$ cat src/rtl/ods_regs.svh
`ifndef ODS_REGS_SVH
`define ODS_REGS_SVH
// register byte addresses on the bus
`define ODS_ADR_OUT_BASE 8'h00
`define ODS_ADR_IN_BASE 8'h20
`define ODS_ADR_MODE 8'h40
`define ODS_ADR_CTRL 8'h44
`define ODS_ADR_STAT 8'h48
// control fields and reset value
`define ODS_CTRL_LINK_EN 0
`define ODS_CTRL_SOFT_LOAD 1
`define ODS_CTRL_RESET 32'h0000_0001
// frame layout
`define ODS_FRAME_BITS 5'h10
`define ODS_SEL_LSB 4
`define ODS_MODE_LSB 2
`define ODS_CODE_STEPS 13'h1000
// timing
`define ODS_CLK_NS 50
`define ODS_CS_HIGH_NS 20
`define ODS_CS_HIGH_CYC (((`ODS_CS_HIGH_NS + `ODS_CLK_NS - 1) / `ODS_CLK_NS) < 1 ? 1 : \
   ((`ODS_CS_HIGH_NS + `ODS_CLK_NS - 1) / `ODS_CLK_NS))
`endif

$ cat src/rtl/ods_pkg.sv
package ods_pkg;
   typedef enum logic [3:0] {
      no_action_cmd = 4'b0000,
      cmd_clear = 4'b0001,
      cmd_wr_in1 = 4'b0010,
      cmd_wr_in2 = 4'b0011,
      cmd_wr_in3 = 4'b0100,
      cmd_wr_in4 = 4'b0101,
      cmd_wr_in5 = 4'b0110,
      cmd_wr_in6 = 4'b0111,
      cmd_wr_in7 = 4'b1000,
      cmd_wr_in8 = 4'b1001,
      cmd_thru_lo = 4'b1010,
      cmd_thru_hi = 4'b1011,
      cmd_thru_all = 4'b1100,
      cmd_wr_in_all = 4'b1101,
      cmd_soft_load = 4'b1110,
      cmd_power = 4'b1111
   } ods_cmd_t;

   typedef enum logic [1:0] {
      pwr_active = 2'b00,
      pwr_hiz = 2'b01,
      pwr_gnd_1k = 2'b10,
      pwr_gnd_100k = 2'b11
   } ods_mode_t;

   typedef enum logic [0:0] {
      st_idle = 1'b0,
      st_shift = 1'b1
   } ods_link_st_t;

   typedef struct packed {
      ods_cmd_t command_nibble;
      logic [11:0] code_value;
   } ods_word_t;

   typedef struct packed {
      ods_mode_t mode;
      logic [11:0] code;
   } ods_chan_t;

   // power command select bits {d3,d2} to channel state
   function automatic ods_mode_t ods_mode_from_bits(input logic [1:0] sel);
      ods_mode_t m;
      m = pwr_gnd_100k;
      unique case (sel)
         2'b11: m = pwr_active;
         2'b01: m = pwr_hiz;
         2'b10: m = pwr_gnd_1k;
         2'b00: m = pwr_gnd_100k;
      endcase
      return m;
   endfunction
endpackage

$ cat src/rtl/ods_serial_rx.sv
`timescale 1ns/1ps
`include "ods_regs.svh"
module ods_serial_rx import ods_pkg::*; (
   input wire logic mclk,
   input wire logic rst_n,
   input wire logic link_en,
   input wire logic sclk,
   input wire logic cs_n,
   input wire logic din,
   output logic dout,
   output logic word_valid,
   output ods_word_t word,
   output logic [4:0] bit_cnt
);
   logic [2:0] sync1;
   logic [2:0] sync2;
   logic sclk_q;
   ods_link_st_t state, next_state;
   logic [15:0] shreg, next_shreg;
   logic [4:0] next_bit_cnt;
   logic next_dout, next_valid;
   logic cs_low, fall;

   ////////////////////////////////////////////////////////////////////////
   always_ff @(posedge mclk or negedge rst_n) begin
      if (!rst_n) begin
         sync1 <= 3'h7;
         sync2 <= 3'h7;
         sclk_q <= 1'b1;
      end else begin
         sync1 <= {cs_n, din, sclk};
         sync2 <= sync1;
         sclk_q <= sync2[0];
      end
   end

   assign cs_low = ~sync2[2];
   assign fall = sclk_q & ~sync2[0];

   ////////////////////////////////////////////////////////////////////////
   always_comb begin
      next_state = state;
      next_shreg = shreg;
      next_bit_cnt = bit_cnt;
      next_dout = dout;
      next_valid = 1'b0;
      unique case (state)
         st_idle: begin
            if (cs_low && link_en) begin
               next_state = st_shift;
               next_bit_cnt = 5'h00;
            end
         end
         st_shift: begin
            if (!cs_low) begin
               next_state = st_idle;
               next_valid = (bit_cnt == `ODS_FRAME_BITS);
            end else if (fall) begin
               next_shreg = {shreg[14:0], sync2[1]};
               next_dout = shreg[15];
               if (bit_cnt != `ODS_FRAME_BITS) begin
                  next_bit_cnt = bit_cnt + 5'h01;
               end
            end
         end
      endcase
   end

   always_ff @(posedge mclk or negedge rst_n) begin
      if (!rst_n) begin
         state <= st_idle;
         shreg <= 16'h0000;
         bit_cnt <= 5'h00;
         dout <= 1'b0;
         word_valid <= 1'b0;
      end else begin
         state <= next_state;
         shreg <= next_shreg;
         bit_cnt <= next_bit_cnt;
         dout <= next_dout;
         word_valid <= next_valid;
      end
   end

   assign word = ods_word_t'(shreg);
endmodule

$ cat src/rtl/ods_wb_regs.sv
`timescale 1ns/1ps
`include "ods_regs.svh"
module ods_wb_regs import ods_pkg::*; (
   input wire logic mclk,
   input wire logic rst_n,
   input wire logic [7:0] wb_adr_i,
   input wire logic [31:0] wb_dat_i,
   input wire logic [3:0] wb_sel_i,
   input wire logic wb_we_i,
   input wire logic wb_cyc_i,
   input wire logic wb_stb_i,
   output logic [31:0] wb_dat_o,
   output logic wb_ack_o,
   input wire ods_chan_t chan [8],
   input wire logic [11:0] in_code [8],
   input wire logic [31:0] status,
   output logic link_en,
   output logic soft_load
);
   logic next_ack, next_link_en, next_soft_load, req, wr_ctrl;
   logic [31:0] next_dat;

   assign req = wb_cyc_i & wb_stb_i & ~wb_ack_o;
   assign wr_ctrl = req & wb_we_i & wb_sel_i[0] & (wb_adr_i == `ODS_ADR_CTRL);

   always_comb begin
      next_ack = req;
      next_link_en = wr_ctrl ? wb_dat_i[`ODS_CTRL_LINK_EN] : link_en;
      next_soft_load = wr_ctrl & wb_dat_i[`ODS_CTRL_SOFT_LOAD];
      next_dat = 32'h0000_0000;
      if (req && !wb_we_i) begin
         if (wb_adr_i < `ODS_ADR_IN_BASE && wb_adr_i[1:0] == 2'h0) begin
            next_dat = {20'h00000, chan[wb_adr_i[4:2]].code};
         end else if (wb_adr_i < `ODS_ADR_MODE && wb_adr_i[1:0] == 2'h0) begin
            next_dat = {20'h00000, in_code[wb_adr_i[4:2]]};
         end else if (wb_adr_i == `ODS_ADR_MODE) begin
            for (int i = 0; i < 8; i++) begin
               next_dat[2*i +: 2] = chan[i].mode;
            end
         end else if (wb_adr_i == `ODS_ADR_CTRL) begin
            next_dat = {31'h0000_0000, link_en};
         end else if (wb_adr_i == `ODS_ADR_STAT) begin
            next_dat = status;
         end
      end
   end

   always_ff @(posedge mclk or negedge rst_n) begin
      if (!rst_n) begin
         wb_ack_o <= 1'b0;
         wb_dat_o <= 32'h0000_0000;
         link_en <= 1'(`ODS_CTRL_RESET);
         soft_load <= 1'b0;
      end else begin
         wb_ack_o <= next_ack;
         wb_dat_o <= next_dat;
         link_en <= next_link_en;
         soft_load <= next_soft_load;
      end
   end
endmodule

$ cat src/rtl/ods_dac_ctrl.sv
`timescale 1ns/1ps
`include "ods_regs.svh"
// Overview of operation
// - sample data on falling clock in frame
// - shift one bit per falling clock edge
// - sixteen bits, command nibble first, msb first
// - code is unipolar straight binary, 4096 steps
// - act only after sixteen bits and select high
// - input register keeps latest write to it
// - output code register holds applied code
// - copy to outputs by strobe or command
// - low load strobe makes outputs transparent
// - clear input zeroes all, powers channels down
// - data out changes on falling clock edge
// - power-on gives zero codes, 100k pulldown
// - no-op does nothing; clear command resets all
// - commands 2-4 write input registers 1-3
// - commands 5-9 write 4-8; 13 writes all
// - commands 10-12 write through channel groups
// - command 14 loads only selected channels
// - short frame is discarded without action
module ods_dac_ctrl import ods_pkg::*; (
   input wire logic mclk,
   input wire logic rst_n,
   input wire logic sclk,
   input wire logic cs_n,
   input wire logic din,
   output logic dout,
   input wire logic load_strobe_n,
   input wire logic async_clear_n,
   input wire logic [7:0] wb_adr_i,
   input wire logic [31:0] wb_dat_i,
   input wire logic [3:0] wb_sel_i,
   input wire logic wb_we_i,
   input wire logic wb_cyc_i,
   input wire logic wb_stb_i,
   output logic [31:0] wb_dat_o,
   output logic wb_ack_o,
   output ods_chan_t chan [8]
);
   logic [1:0] ld_sync1, ld_sync2;
   logic ld_low, clr_low;
   logic word_valid, link_en, soft_load;
   ods_word_t word;
   logic [4:0] bit_cnt;
   logic [11:0] in_code [8];
   logic [11:0] next_in_code [8];
   logic [11:0] out_code [8];
   logic [11:0] next_out_code [8];
   ods_mode_t mode [8];
   ods_mode_t next_mode [8];
   ods_cmd_t last_cmd, next_last_cmd;
   logic [31:0] status;
   logic clear_all;
   logic [95:0] in_flat, out_flat;
   logic all_down;

   // channel i picked by the select bits of a load or power word
   function automatic logic chan_picked(input logic [11:0] v, input int i);
      return v[`ODS_SEL_LSB + i];
   endfunction

   ////////////////////////////////////////////////////////////////////////
   // serial link and register bus
   ods_serial_rx u_rx (
      .mclk(mclk),
      .rst_n(rst_n),
      .link_en(link_en),
      .sclk(sclk),
      .cs_n(cs_n),
      .din(din),
      .dout(dout),
      .word_valid(word_valid),
      .word(word),
      .bit_cnt(bit_cnt)
   );

   ods_wb_regs u_regs (
      .mclk(mclk),
      .rst_n(rst_n),
      .wb_adr_i(wb_adr_i),
      .wb_dat_i(wb_dat_i),
      .wb_sel_i(wb_sel_i),
      .wb_we_i(wb_we_i),
      .wb_cyc_i(wb_cyc_i),
      .wb_stb_i(wb_stb_i),
      .wb_dat_o(wb_dat_o),
      .wb_ack_o(wb_ack_o),
      .chan(chan),
      .in_code(in_code),
      .status(status),
      .link_en(link_en),
      .soft_load(soft_load)
   );

   assign status = {23'h000000, last_cmd, bit_cnt};

   ////////////////////////////////////////////////////////////////////////
   // pin synchronisers for load strobe and clear
   always_ff @(posedge mclk or negedge rst_n) begin
      if (!rst_n) begin
         ld_sync1 <= 2'h3;
         ld_sync2 <= 2'h3;
      end else begin
         ld_sync1 <= {async_clear_n, load_strobe_n};
         ld_sync2 <= ld_sync1;
      end
   end

   assign ld_low = ~ld_sync2[0];
   assign clr_low = ~ld_sync2[1];
   assign clear_all = clr_low || (word_valid && word.command_nibble == cmd_clear);

   ////////////////////////////////////////////////////////////////////////
   // command decode and double-buffered channel registers
   always_comb begin
      next_in_code = in_code;
      next_out_code = out_code;
      next_mode = mode;
      next_last_cmd = last_cmd;
      if (word_valid) begin
         next_last_cmd = word.command_nibble;
      end
      if (clear_all) begin
         for (int i = 0; i < 8; i++) begin
            next_in_code[i] = 12'h000;
            next_out_code[i] = 12'h000;
            next_mode[i] = pwr_gnd_100k;
         end
      end else begin
         if (word_valid) begin
            unique case (word.command_nibble)
               no_action_cmd, cmd_clear: begin
               end
               cmd_wr_in1, cmd_wr_in2, cmd_wr_in3, cmd_wr_in4,
               cmd_wr_in5, cmd_wr_in6, cmd_wr_in7, cmd_wr_in8: begin
                  next_in_code[3'(word.command_nibble - cmd_wr_in1)] = word.code_value;
               end
               cmd_thru_lo: begin
                  for (int i = 0; i < 4; i++) begin
                     next_in_code[i] = word.code_value;
                     next_out_code[i] = word.code_value;
                  end
               end
               cmd_thru_hi: begin
                  for (int i = 4; i < 8; i++) begin
                     next_in_code[i] = word.code_value;
                     next_out_code[i] = word.code_value;
                  end
               end
               cmd_thru_all: begin
                  for (int i = 0; i < 8; i++) begin
                     next_in_code[i] = word.code_value;
                     next_out_code[i] = word.code_value;
                  end
               end
               cmd_wr_in_all: begin
                  for (int i = 0; i < 8; i++) begin
                     next_in_code[i] = word.code_value;
                  end
               end
               cmd_soft_load: begin
                  for (int i = 0; i < 8; i++) begin
                     if (chan_picked(word.code_value, i)) begin
                        next_out_code[i] = in_code[i];
                     end
                  end
               end
               cmd_power: begin
                  for (int i = 0; i < 8; i++) begin
                     if (chan_picked(word.code_value, i)) begin
                        next_mode[i] = ods_mode_from_bits(
                           word.code_value[`ODS_MODE_LSB +: 2]);
                     end
                  end
               end
            endcase
         end
         // strobe low or software load: outputs follow input registers
         if (ld_low || soft_load) begin
            for (int i = 0; i < 8; i++) begin
               next_out_code[i] = next_in_code[i];
            end
         end
      end
   end

   always_ff @(posedge mclk or negedge rst_n) begin
      if (!rst_n) begin
         for (int i = 0; i < 8; i++) begin
            in_code[i] <= 12'h000;
            out_code[i] <= 12'h000;
            mode[i] <= pwr_gnd_100k;
         end
         last_cmd <= no_action_cmd;
      end else begin
         in_code <= next_in_code;
         out_code <= next_out_code;
         mode <= next_mode;
         last_cmd <= next_last_cmd;
      end
   end

   // code is straight binary, one step per reference / 4096
   always_comb begin
      for (int i = 0; i < 8; i++) begin
         chan[i].code = out_code[i];
         chan[i].mode = mode[i];
      end
   end

   ////////////////////////////////////////////////////////////////////////
   // checks
   always_comb begin
      all_down = 1'b1;
      for (int i = 0; i < 8; i++) begin
         in_flat[12*i +: 12] = in_code[i];
         out_flat[12*i +: 12] = out_code[i];
         if (mode[i] != pwr_gnd_100k) begin
            all_down = 1'b0;
         end
      end
   end
endmodule

$ cat config.mk
export PLATFORM = sky130hd
export DESIGN_NAME = ods_dac_ctrl
export DESIGN_NICKNAME = d
export VERILOG_FILES = /design/src/rtl/ods_pkg.sv /design/src/rtl/ods_serial_rx.sv /design/src/rtl/ods_wb_regs.sv /design/src/rtl/ods_dac_ctrl.sv
export VERILOG_INCLUDE_DIRS = /design/src /design/src/rtl
export SDC_FILE = /design/constraint.sdc
export NUM_CORES = 1
export LEC_CHECK = 0
export BUFFER_PORTS_ARGS = -buffer_cell sky130_fd_sc_hd__clkbuf_2
export CORE_UTILIZATION = 52
export DETAILED_ROUTE_END_ITERATION = 6
export HOLD_SLACK_MARGIN = 0.06
export PLACE_DENSITY = 0.84
export SKIP_CTS_REPAIR_TIMING = 1
export SLEW_MARGIN = 20
export SYNTH_ARGS = -nofsm -noshare
export SYNTH_HDL_FRONTEND = slang
export SYNTH_SLANG_ARGS = --single-unit
$ cat constraint.sdc
create_clock -name mclk -period 2.9 [get_ports mclk]
set_clock_uncertainty 0.1 [all_clocks]
set_input_delay 0.145 -clock mclk [delete_from_list [all_inputs] [get_ports mclk]]
set_output_delay 0.145 -clock mclk [all_outputs]
set_load 0.02 [all_outputs]
After elaboration in Yosys (flattened, before gate mapping) --
Index checks and enable logic that the tools add are counted.
Cells by class: add/subtract/negate cells 2, $lt $le $gt $ge 5, bitwise gates (word level) 15, reduce and logical (&&, ||, !) cells 47, muxes and demuxes 54, equal/unequal tests 35
Operator list (number):
- two-way mux 96 bit | 5
- one-hot mux 48 bit (2 select lines) | 4
- two-way mux 12 bit | 13
- bitwise mux 96 bit | 1
- two-way mux 32 bit | 3
- two-way mux 16 bit | 4
- AND reduction 3 bit | 17
- binary-select mux 14 bit (select 3 bit) | 1
- binary-select mux 12 bit (select 3 bit) | 1
- demux 12 bit (select 3 bit) | 1
- equality test 4 bit, second input constant | 8
- inequality test 4 x 3 -> 1 bit, second input constant | 8
- equality test 8 x 7 -> 1 bit, second input constant | 3
- two-way mux 5 bit | 4
- nonzero test 2 bit | 10
- two-way mux 9 bit | 2
- equality test 4 x 3 -> 1 bit, second input constant | 4
- two-way mux 2 bit | 8
- one-hot mux 5 bit (2 select lines) | 1
- equality test 4 x 2 -> 1 bit, second input constant | 2
- >= comparator 4 bit, second input constant | 2
- < comparator 8 x 6 -> 1 bit, second input constant | 1
- < comparator 8 x 7 -> 1 bit, second input constant | 1
- inverter 3 -> 4 bit | 2
- 25 further kinds | 52
Storage, ports and cells: register bits 282, logic and storage cells 197, bits of input ports 54, output and inout port bits 146

Longest topological paths before layout --
depth after elaboration 11, gate-level depth with buffers 9, mapped depth without buffers 7

By module --
Synthesis repeated with hierarchy kept, for this count alone.
Second synthesis, totals: cells, all modules 1334, area total of the unflattened synthesis 14896.8 µm²
Modules (own cells, without submodules):
- ods_dac_ctrl | sequential area each 5430.2 µm², cells an instance 1027, instances 1, area an instance 10670.2 µm²
- ods_wb_regs | sequential area each 877.1 µm², cells an instance 228, instances 1, area an instance 3000.4 µm²
- ods_serial_rx | sequential area each 784.5 µm², cells an instance 79, instances 1, area an instance 1226.2 µm²

Worst setup path after synthesis --
No wires, ideal clock.
path kind reg2reg, start point reg u_rx.shreg[13] (netlist: u_rx.word[13]), end point reg out_code (netlist bit chan[42]), setup slack 0.861 ns, clock period less this slack 2.039 ns, arrival 1.820 ns, library setup time 0.119 ns, path buffers 2, cell stages (with the launch flop) 8, data required time 2.681 ns, path through dfrtp_1 > buf_2 > and4bb_2 > o31ai_1 > buf_4 > mux2i_1 > nor2_1 > o21a_1
Between the ends: word-level cells in the longest chain between the ends 11, elaborated cells between the ends (all ways) 36, classes of those cells 1 x add/sub; 2 x order compare; 14 x eq/ne; 9 x mux; 1 x bitwise; 9 x reduce/logical
Ends and longest elaborated chain:
- start, declared | RTL line ods_serial_rx.sv:19 | logic [15:0] shreg, next_shreg;
- start signal, assigned | RTL line ods_serial_rx.sv:78 | shreg <= next_shreg;
- subtractor 3 x 2 -> 3 bit | RTL line ods_dac_ctrl.sv:137 | next_in_code[3'(word.command_nibble - cmd_wr_in1)] = word.code_value;
- inverter 3 -> 4 bit (not written as such) | RTL line ods_dac_ctrl.sv:137
- >= comparator 4 bit (not written as such) or < comparator 4 x 1 -> 1 bit (tied branches) | RTL line ods_dac_ctrl.sv:137
- logical AND 1 bit (not written as such) | RTL line ods_dac_ctrl.sv:137
- two-way mux 12 bit (not written as such) | RTL line ods_dac_ctrl.sv:137
- demux 12 bit (select 3 bit) | RTL line ods_dac_ctrl.sv:137
- bitwise mux 96 bit | RTL line ods_dac_ctrl.sv:137
- one-hot mux 48 bit (2 select lines) | RTL line ods_dac_ctrl.sv:132 | unique case (word.command_nibble)
- two-way mux 96 bit | RTL line ods_dac_ctrl.sv:131 | if (word_valid) begin
- two-way mux 96 bit | RTL line ods_dac_ctrl.sv:180 | if (ld_low || soft_load) begin
- two-way mux 96 bit | RTL line ods_dac_ctrl.sv:124 | if (clear_all) begin
- end signal, assigned | RTL line ods_dac_ctrl.sv:198 | out_code <= next_out_code;
- end, declared | RTL line ods_dac_ctrl.sv:48 | logic [11:0] out_code [8];
Several ways; a longest one is shown, not always the timed one. The select of a mux whose other input is x is not followed. A chain may end at the register's enable or synchronous reset.

Worst setup path after layout --
start point reg u_rx.shreg[15] (netlist: u_rx.word[15]), end point reg out_code (netlist bit chan[58])
Between the ends: word-level cells in the longest chain between the ends 6, elaborated cells between the ends (all ways) 28, classes of those cells 14 x eq/ne; 6 x mux; 8 x reduce/logical
Ends and longest elaborated chain (RTL line):
- equality test 4 x 2 -> 1 bit (tied with other cells) | ods_dac_ctrl.sv:132
- OR reduction 8 bit (tied with other cells) | ods_dac_ctrl.sv:132
- one-hot mux 48 bit (2 select lines) | ods_dac_ctrl.sv:132
- two-way mux 96 bit | ods_dac_ctrl.sv:131
- two-way mux 96 bit | ods_dac_ctrl.sv:180
- two-way mux 96 bit | ods_dac_ctrl.sv:124
Several ways; a longest one is shown, not always the timed one. The select of a mux whose other input is x is not followed.

==> results.md <==
- Flop pwr share: 0.471
- Combinational power share: 0.078
- CTS buffer count: 29
- Placed insts: 2079
- Sinks on the clock net: 266
- Period utilization: 0.940
- Cell-by-cell trace of the critical path: nand2b_1 > o32ai_1 > nand2_1 > o22ai_1 > a311oi_1
- Sequential area share after synthesis: 0.435
- Average instance area after synthesis: 9.57 µm²
- Post-layout min period: 2.73 ns
- Post-synth EDFFs: 0
- Reg2reg end: chan[58]$_DFFE_PN0P_
- Residual DRC: 0
- TNS Setup: 0 ns
- Final slew viol count: 0
- Port buffer count: 150
- Full die area: 30300 µm²
- Worst r2r path cells: 5
- Static leakage: 7.94 nW
- Via density: 6.98
- Drt wl/cell: 26.6 µm
- MaxCap Viol Count: 0
- Seq cells post-synth: 266
- Synth cell types: 71
- Sw Share: 0.252
- Filler cell count: 2390
- Netlist Area Pre-Place: 15400 µm²
- H-tree lvl count: 1
- Net Switching: 0.00203 W
- Hold Path Stages: 5
- Post-Route WL: 57000 µm
- Fmax: 367 MHz
- Reg2Reg Setup Slack: 0.17 ns
- Peak supply drop: 0.397 mV
- Largest stage delay, worst path: 0.72 ns
- CTS tree: yes
- Clock Power Share: 0.451
- Detailed Routing Iterations Pass 1: 6
- Internal power: 0.00600 W
- Core region area: 28900 µm²
- Initial antenna violation count: 2
- Critical Path Fanout Max: 20
- Vias in the first global route: 14.1k
- DR vias: 15.0k
- Final HPWL DP: 38400 µm
- CP endpoint kind: flop
- Hold Path Class: in -> reg
- P&R area growth vs syn: 15.7%
- FF-to-FF Start: u_rx.word[15]$_DFFE_PN0P_
- Slew at the pin closest to its max-slew limit: 0.923 ns
- Reg clk slew, reported paths: 0.06 ns
- Die height: 174 µm
- Final ANT Viol Nets: 0
- Req. time, crit path: 3.22 ns
- Largest net degree at the start of global routing: 92
- Post-synthesis async set-or-reset flop share: 1.00
- Power Total: 0.00803 W
- Outcome: finished clean
- RSZ-0062 raised after global routing: no
- Final Hold Fails: 0
- Cell row count: 62
- Clock Latency Late Sink: 0.56 ns
- Final setup fails: 0
- Synth area leader: dfrtp_1
- Worst Path Arrival: 3.05 ns
- Post-Syn Instances: 1609
- CTS Buffer Depth: 3
- Initial core utilization: 0.532
- HP Start: wb_adr_i[7]
- Slowest CP cell: dfrtp_2
- Synth warnings: 0
- Total gr overflow: 0
- First-pass GRT wire length: 85100 µm
- Nets: 1797
- Power Density: 451 nW/µm²
- CP Launch Type: flop
- Layout Cells excl Fill: 2145
- Synth top area share: 0.387
- Hold endpoint: u_regs.wb_dat_o[1]$_DFF_PN0_
- Root buffer cell: clkbuf_16
- Number of DRC markers in iteration 0: 2456
- GRT Overall Usage: 0.371
- Io pins: 200
- Layout cell share with drive strength beyond 1: 0.246
- Top area cells in the synthesized netlist: dfrtp_1, mux4_2, nand2_1
- WS Path Type: reg -> reg
- Slew headroom: 0.385
- Diode count: 0
- Die width: 174 µm
- GPL Wtd Cong: 1.07
- Main synth FF type: dfrtp_1
==> cell type report <==
class,count,area (µm²),share of cell area
timing repair buffer,260,1740,0.0977
inverter,7,26.3,0.00148
sequential,266,6690,0.376
clock inverter,5,32.5,0.00183
tap,384,480,0.0270
clock buffer,46,880,0.0494
multi-input combinational,1177,7960,0.447
==> stage by stage <==
stage | hold slack (ns) | utilization | worst slack [ns] | area [µm²]
after detailed placement | 0.120 | 0.578 | 0.302 | 16700
after global routing | 0.0645 | 0.615 | 0.0817 | 17800
after global placement | 0.111 | 0.578 | 0.282 | 16700
final | 0.0374 | 0.615 | 0.174 | 17800
after floorplan | -0.251 | - | 0.861 | 15400
after CTS | -0.452 | 0.610 | 0.294 | 17600
==> layout by cell type, fill, tap and decap left out, types with 12 or more instances in the layout <==
master / instances
o32ai_1: 23
o31ai_1: 14
nand3_1: 30
dfstp_2: 28
o21a_1: 24
a31oi_1: 14
mux2i_1: 68
conb_1: 16
o211ai_1: 19
nand2_1: 218
nor3_1: 15
o2bb2ai_1: 14
o221a_2: 13
a22o_1: 14
o22ai_1: 56
clkbuf_16: 29
a311oi_1: 32
and2_1: 26
mux4_2: 42
a211oi_1: 30
dlygate4sd3_1: 14
a22oi_1: 14
buf_4: 89
nor2b_1: 15
or3_1: 18
a21o_1: 13
mux2_2: 27
o21bai_1: 12
nor2_1: 156
clkbuf_2: 147
o21ai_0: 41
a21oi_1: 102
dfrtp_1: 237
==> flip-flops by register name, indices dropped and copies added, names as in the netlist <==
signal and cells:
u_regs.soft_load 1, u_rx.bit_cnt 5, in_code 96, u_rx.dout 1, u_regs.wb_dat_o 16, u_regs.wb_ack_o 1, u_rx.word 16, u_rx.sync1 3
u_rx.word_valid 1, u_regs.link_en 1, u_rx.state 1, u_rx.sync2 3, last_cmd 4, ld_sync2 2, chan 112, ld_sync1 2
u_rx.sclk_q 1
==> per-layer routing <==
| metal | share of wire | vias up | global-route usage | routed length [µm] |
|---|---|---|---|---|
| li1 | - | 6194 | - | - |
| met1 | 0.37 | 7138 | 0.500 | 20800 |
| met2 | 0.42 | 1350 | 0.534 | 24000 |
| met3 | 0.16 | 295 | 0.126 | 8950 |
| met4 | 0.054 | 4 | 0.173 | 3100 |
| met5 | 0.0018 | - | 0.0224 | 103 |
==> power groups by stage <==
stage | Combinational, W | Sequential (W) | Clock [W]
global route | 0.000658 | 0.00378 | 0.00376
detailed placement | 0.000591 | 0.00385 | 0
CTS | 0.000592 | 0.00378 | 0.00362
finish | 0.000625 | 0.00378 | 0.00362
global placement | 0.000580 | 0.00384 | 0
floorplan | 0.000313 | 0.00386 | 0
==> kinds of logic (layout without fill, tap and decap cells) <==
kind of cell / Yosys count / count (layout) / synth area share
and+or+nand+nor: 546 / 546 / 0.162
AOI/OAI and AO/OA: 469 / 469 / 0.216
DFF: 266 / 266 / 0.435
buffers and inverters: 181 / 318 / 0.0554
muxes: 137 / 137 / 0.125
xor gates and xnor gates: 7 / 7 / 0.00398
adders and majority gates: 2 / 2 / 0.00163
other: 1 / 16 / 0.000244
==> Yosys cell counts, drive strengths merged (12+ instances only) <==
library cell / instances
a211oi: 30
a21o: 13
a21oi: 104
a22o: 14
a22oi: 14
a311oi: 32
a31oi: 14
and2: 26
buf: 94
clkbuf: 80
dfrtp: 238
dfstp: 28
mux2: 27
mux2i: 68
mux4: 42
nand2: 218
nand2b: 12
nand3: 30
nor2: 161
nor2b: 16
nor3: 16
o211ai: 20
o21a: 24
o21ai: 43
o21bai: 12
o221a: 13
o22ai: 57
o2bb2ai: 14
o31ai: 15
o32ai: 23
or3: 19
==> worst max-delay path: cells and delay by family, from the launching register on <==
| family | cells | cell delay, ns |
|---|---|---|
| AOI/OAI and AO/OA | 3 | 1.03 |
| DFF | 1 | 0.72 |
| and+or+nand+nor | 2 | 0.72 |
==> worst max-delay path by stage <==
stage / startpoint / to / slack, ns / cells past startpoint
after floorplan: u_rx.word[13]$_DFFE_PN0P_ / chan[42]$_DFFE_PN0P_ / 0.86 / 7
after CTS: u_rx.word[15]$_DFFE_PN0P_ / chan[65]$_DFFE_PN0P_ / 0.29 / 7
after detailed placement: u_rx.word[15]$_DFFE_PN0P_ / chan[107]$_DFFE_PN0P_ / 0.30 / 6
final: u_rx.word[15]$_DFFE_PN0P_ / chan[58]$_DFFE_PN0P_ / 0.17 / 5
after global routing: u_rx.word[15]$_DFFE_PN0P_ / chan[58]$_DFFE_PN0P_ / 0.08 / 5
after global placement: u_rx.word[14]$_DFFE_PN0P_ / chan[107]$_DFFE_PN0P_ / 0.28 / 5
(Power assumes the default switching activity.)
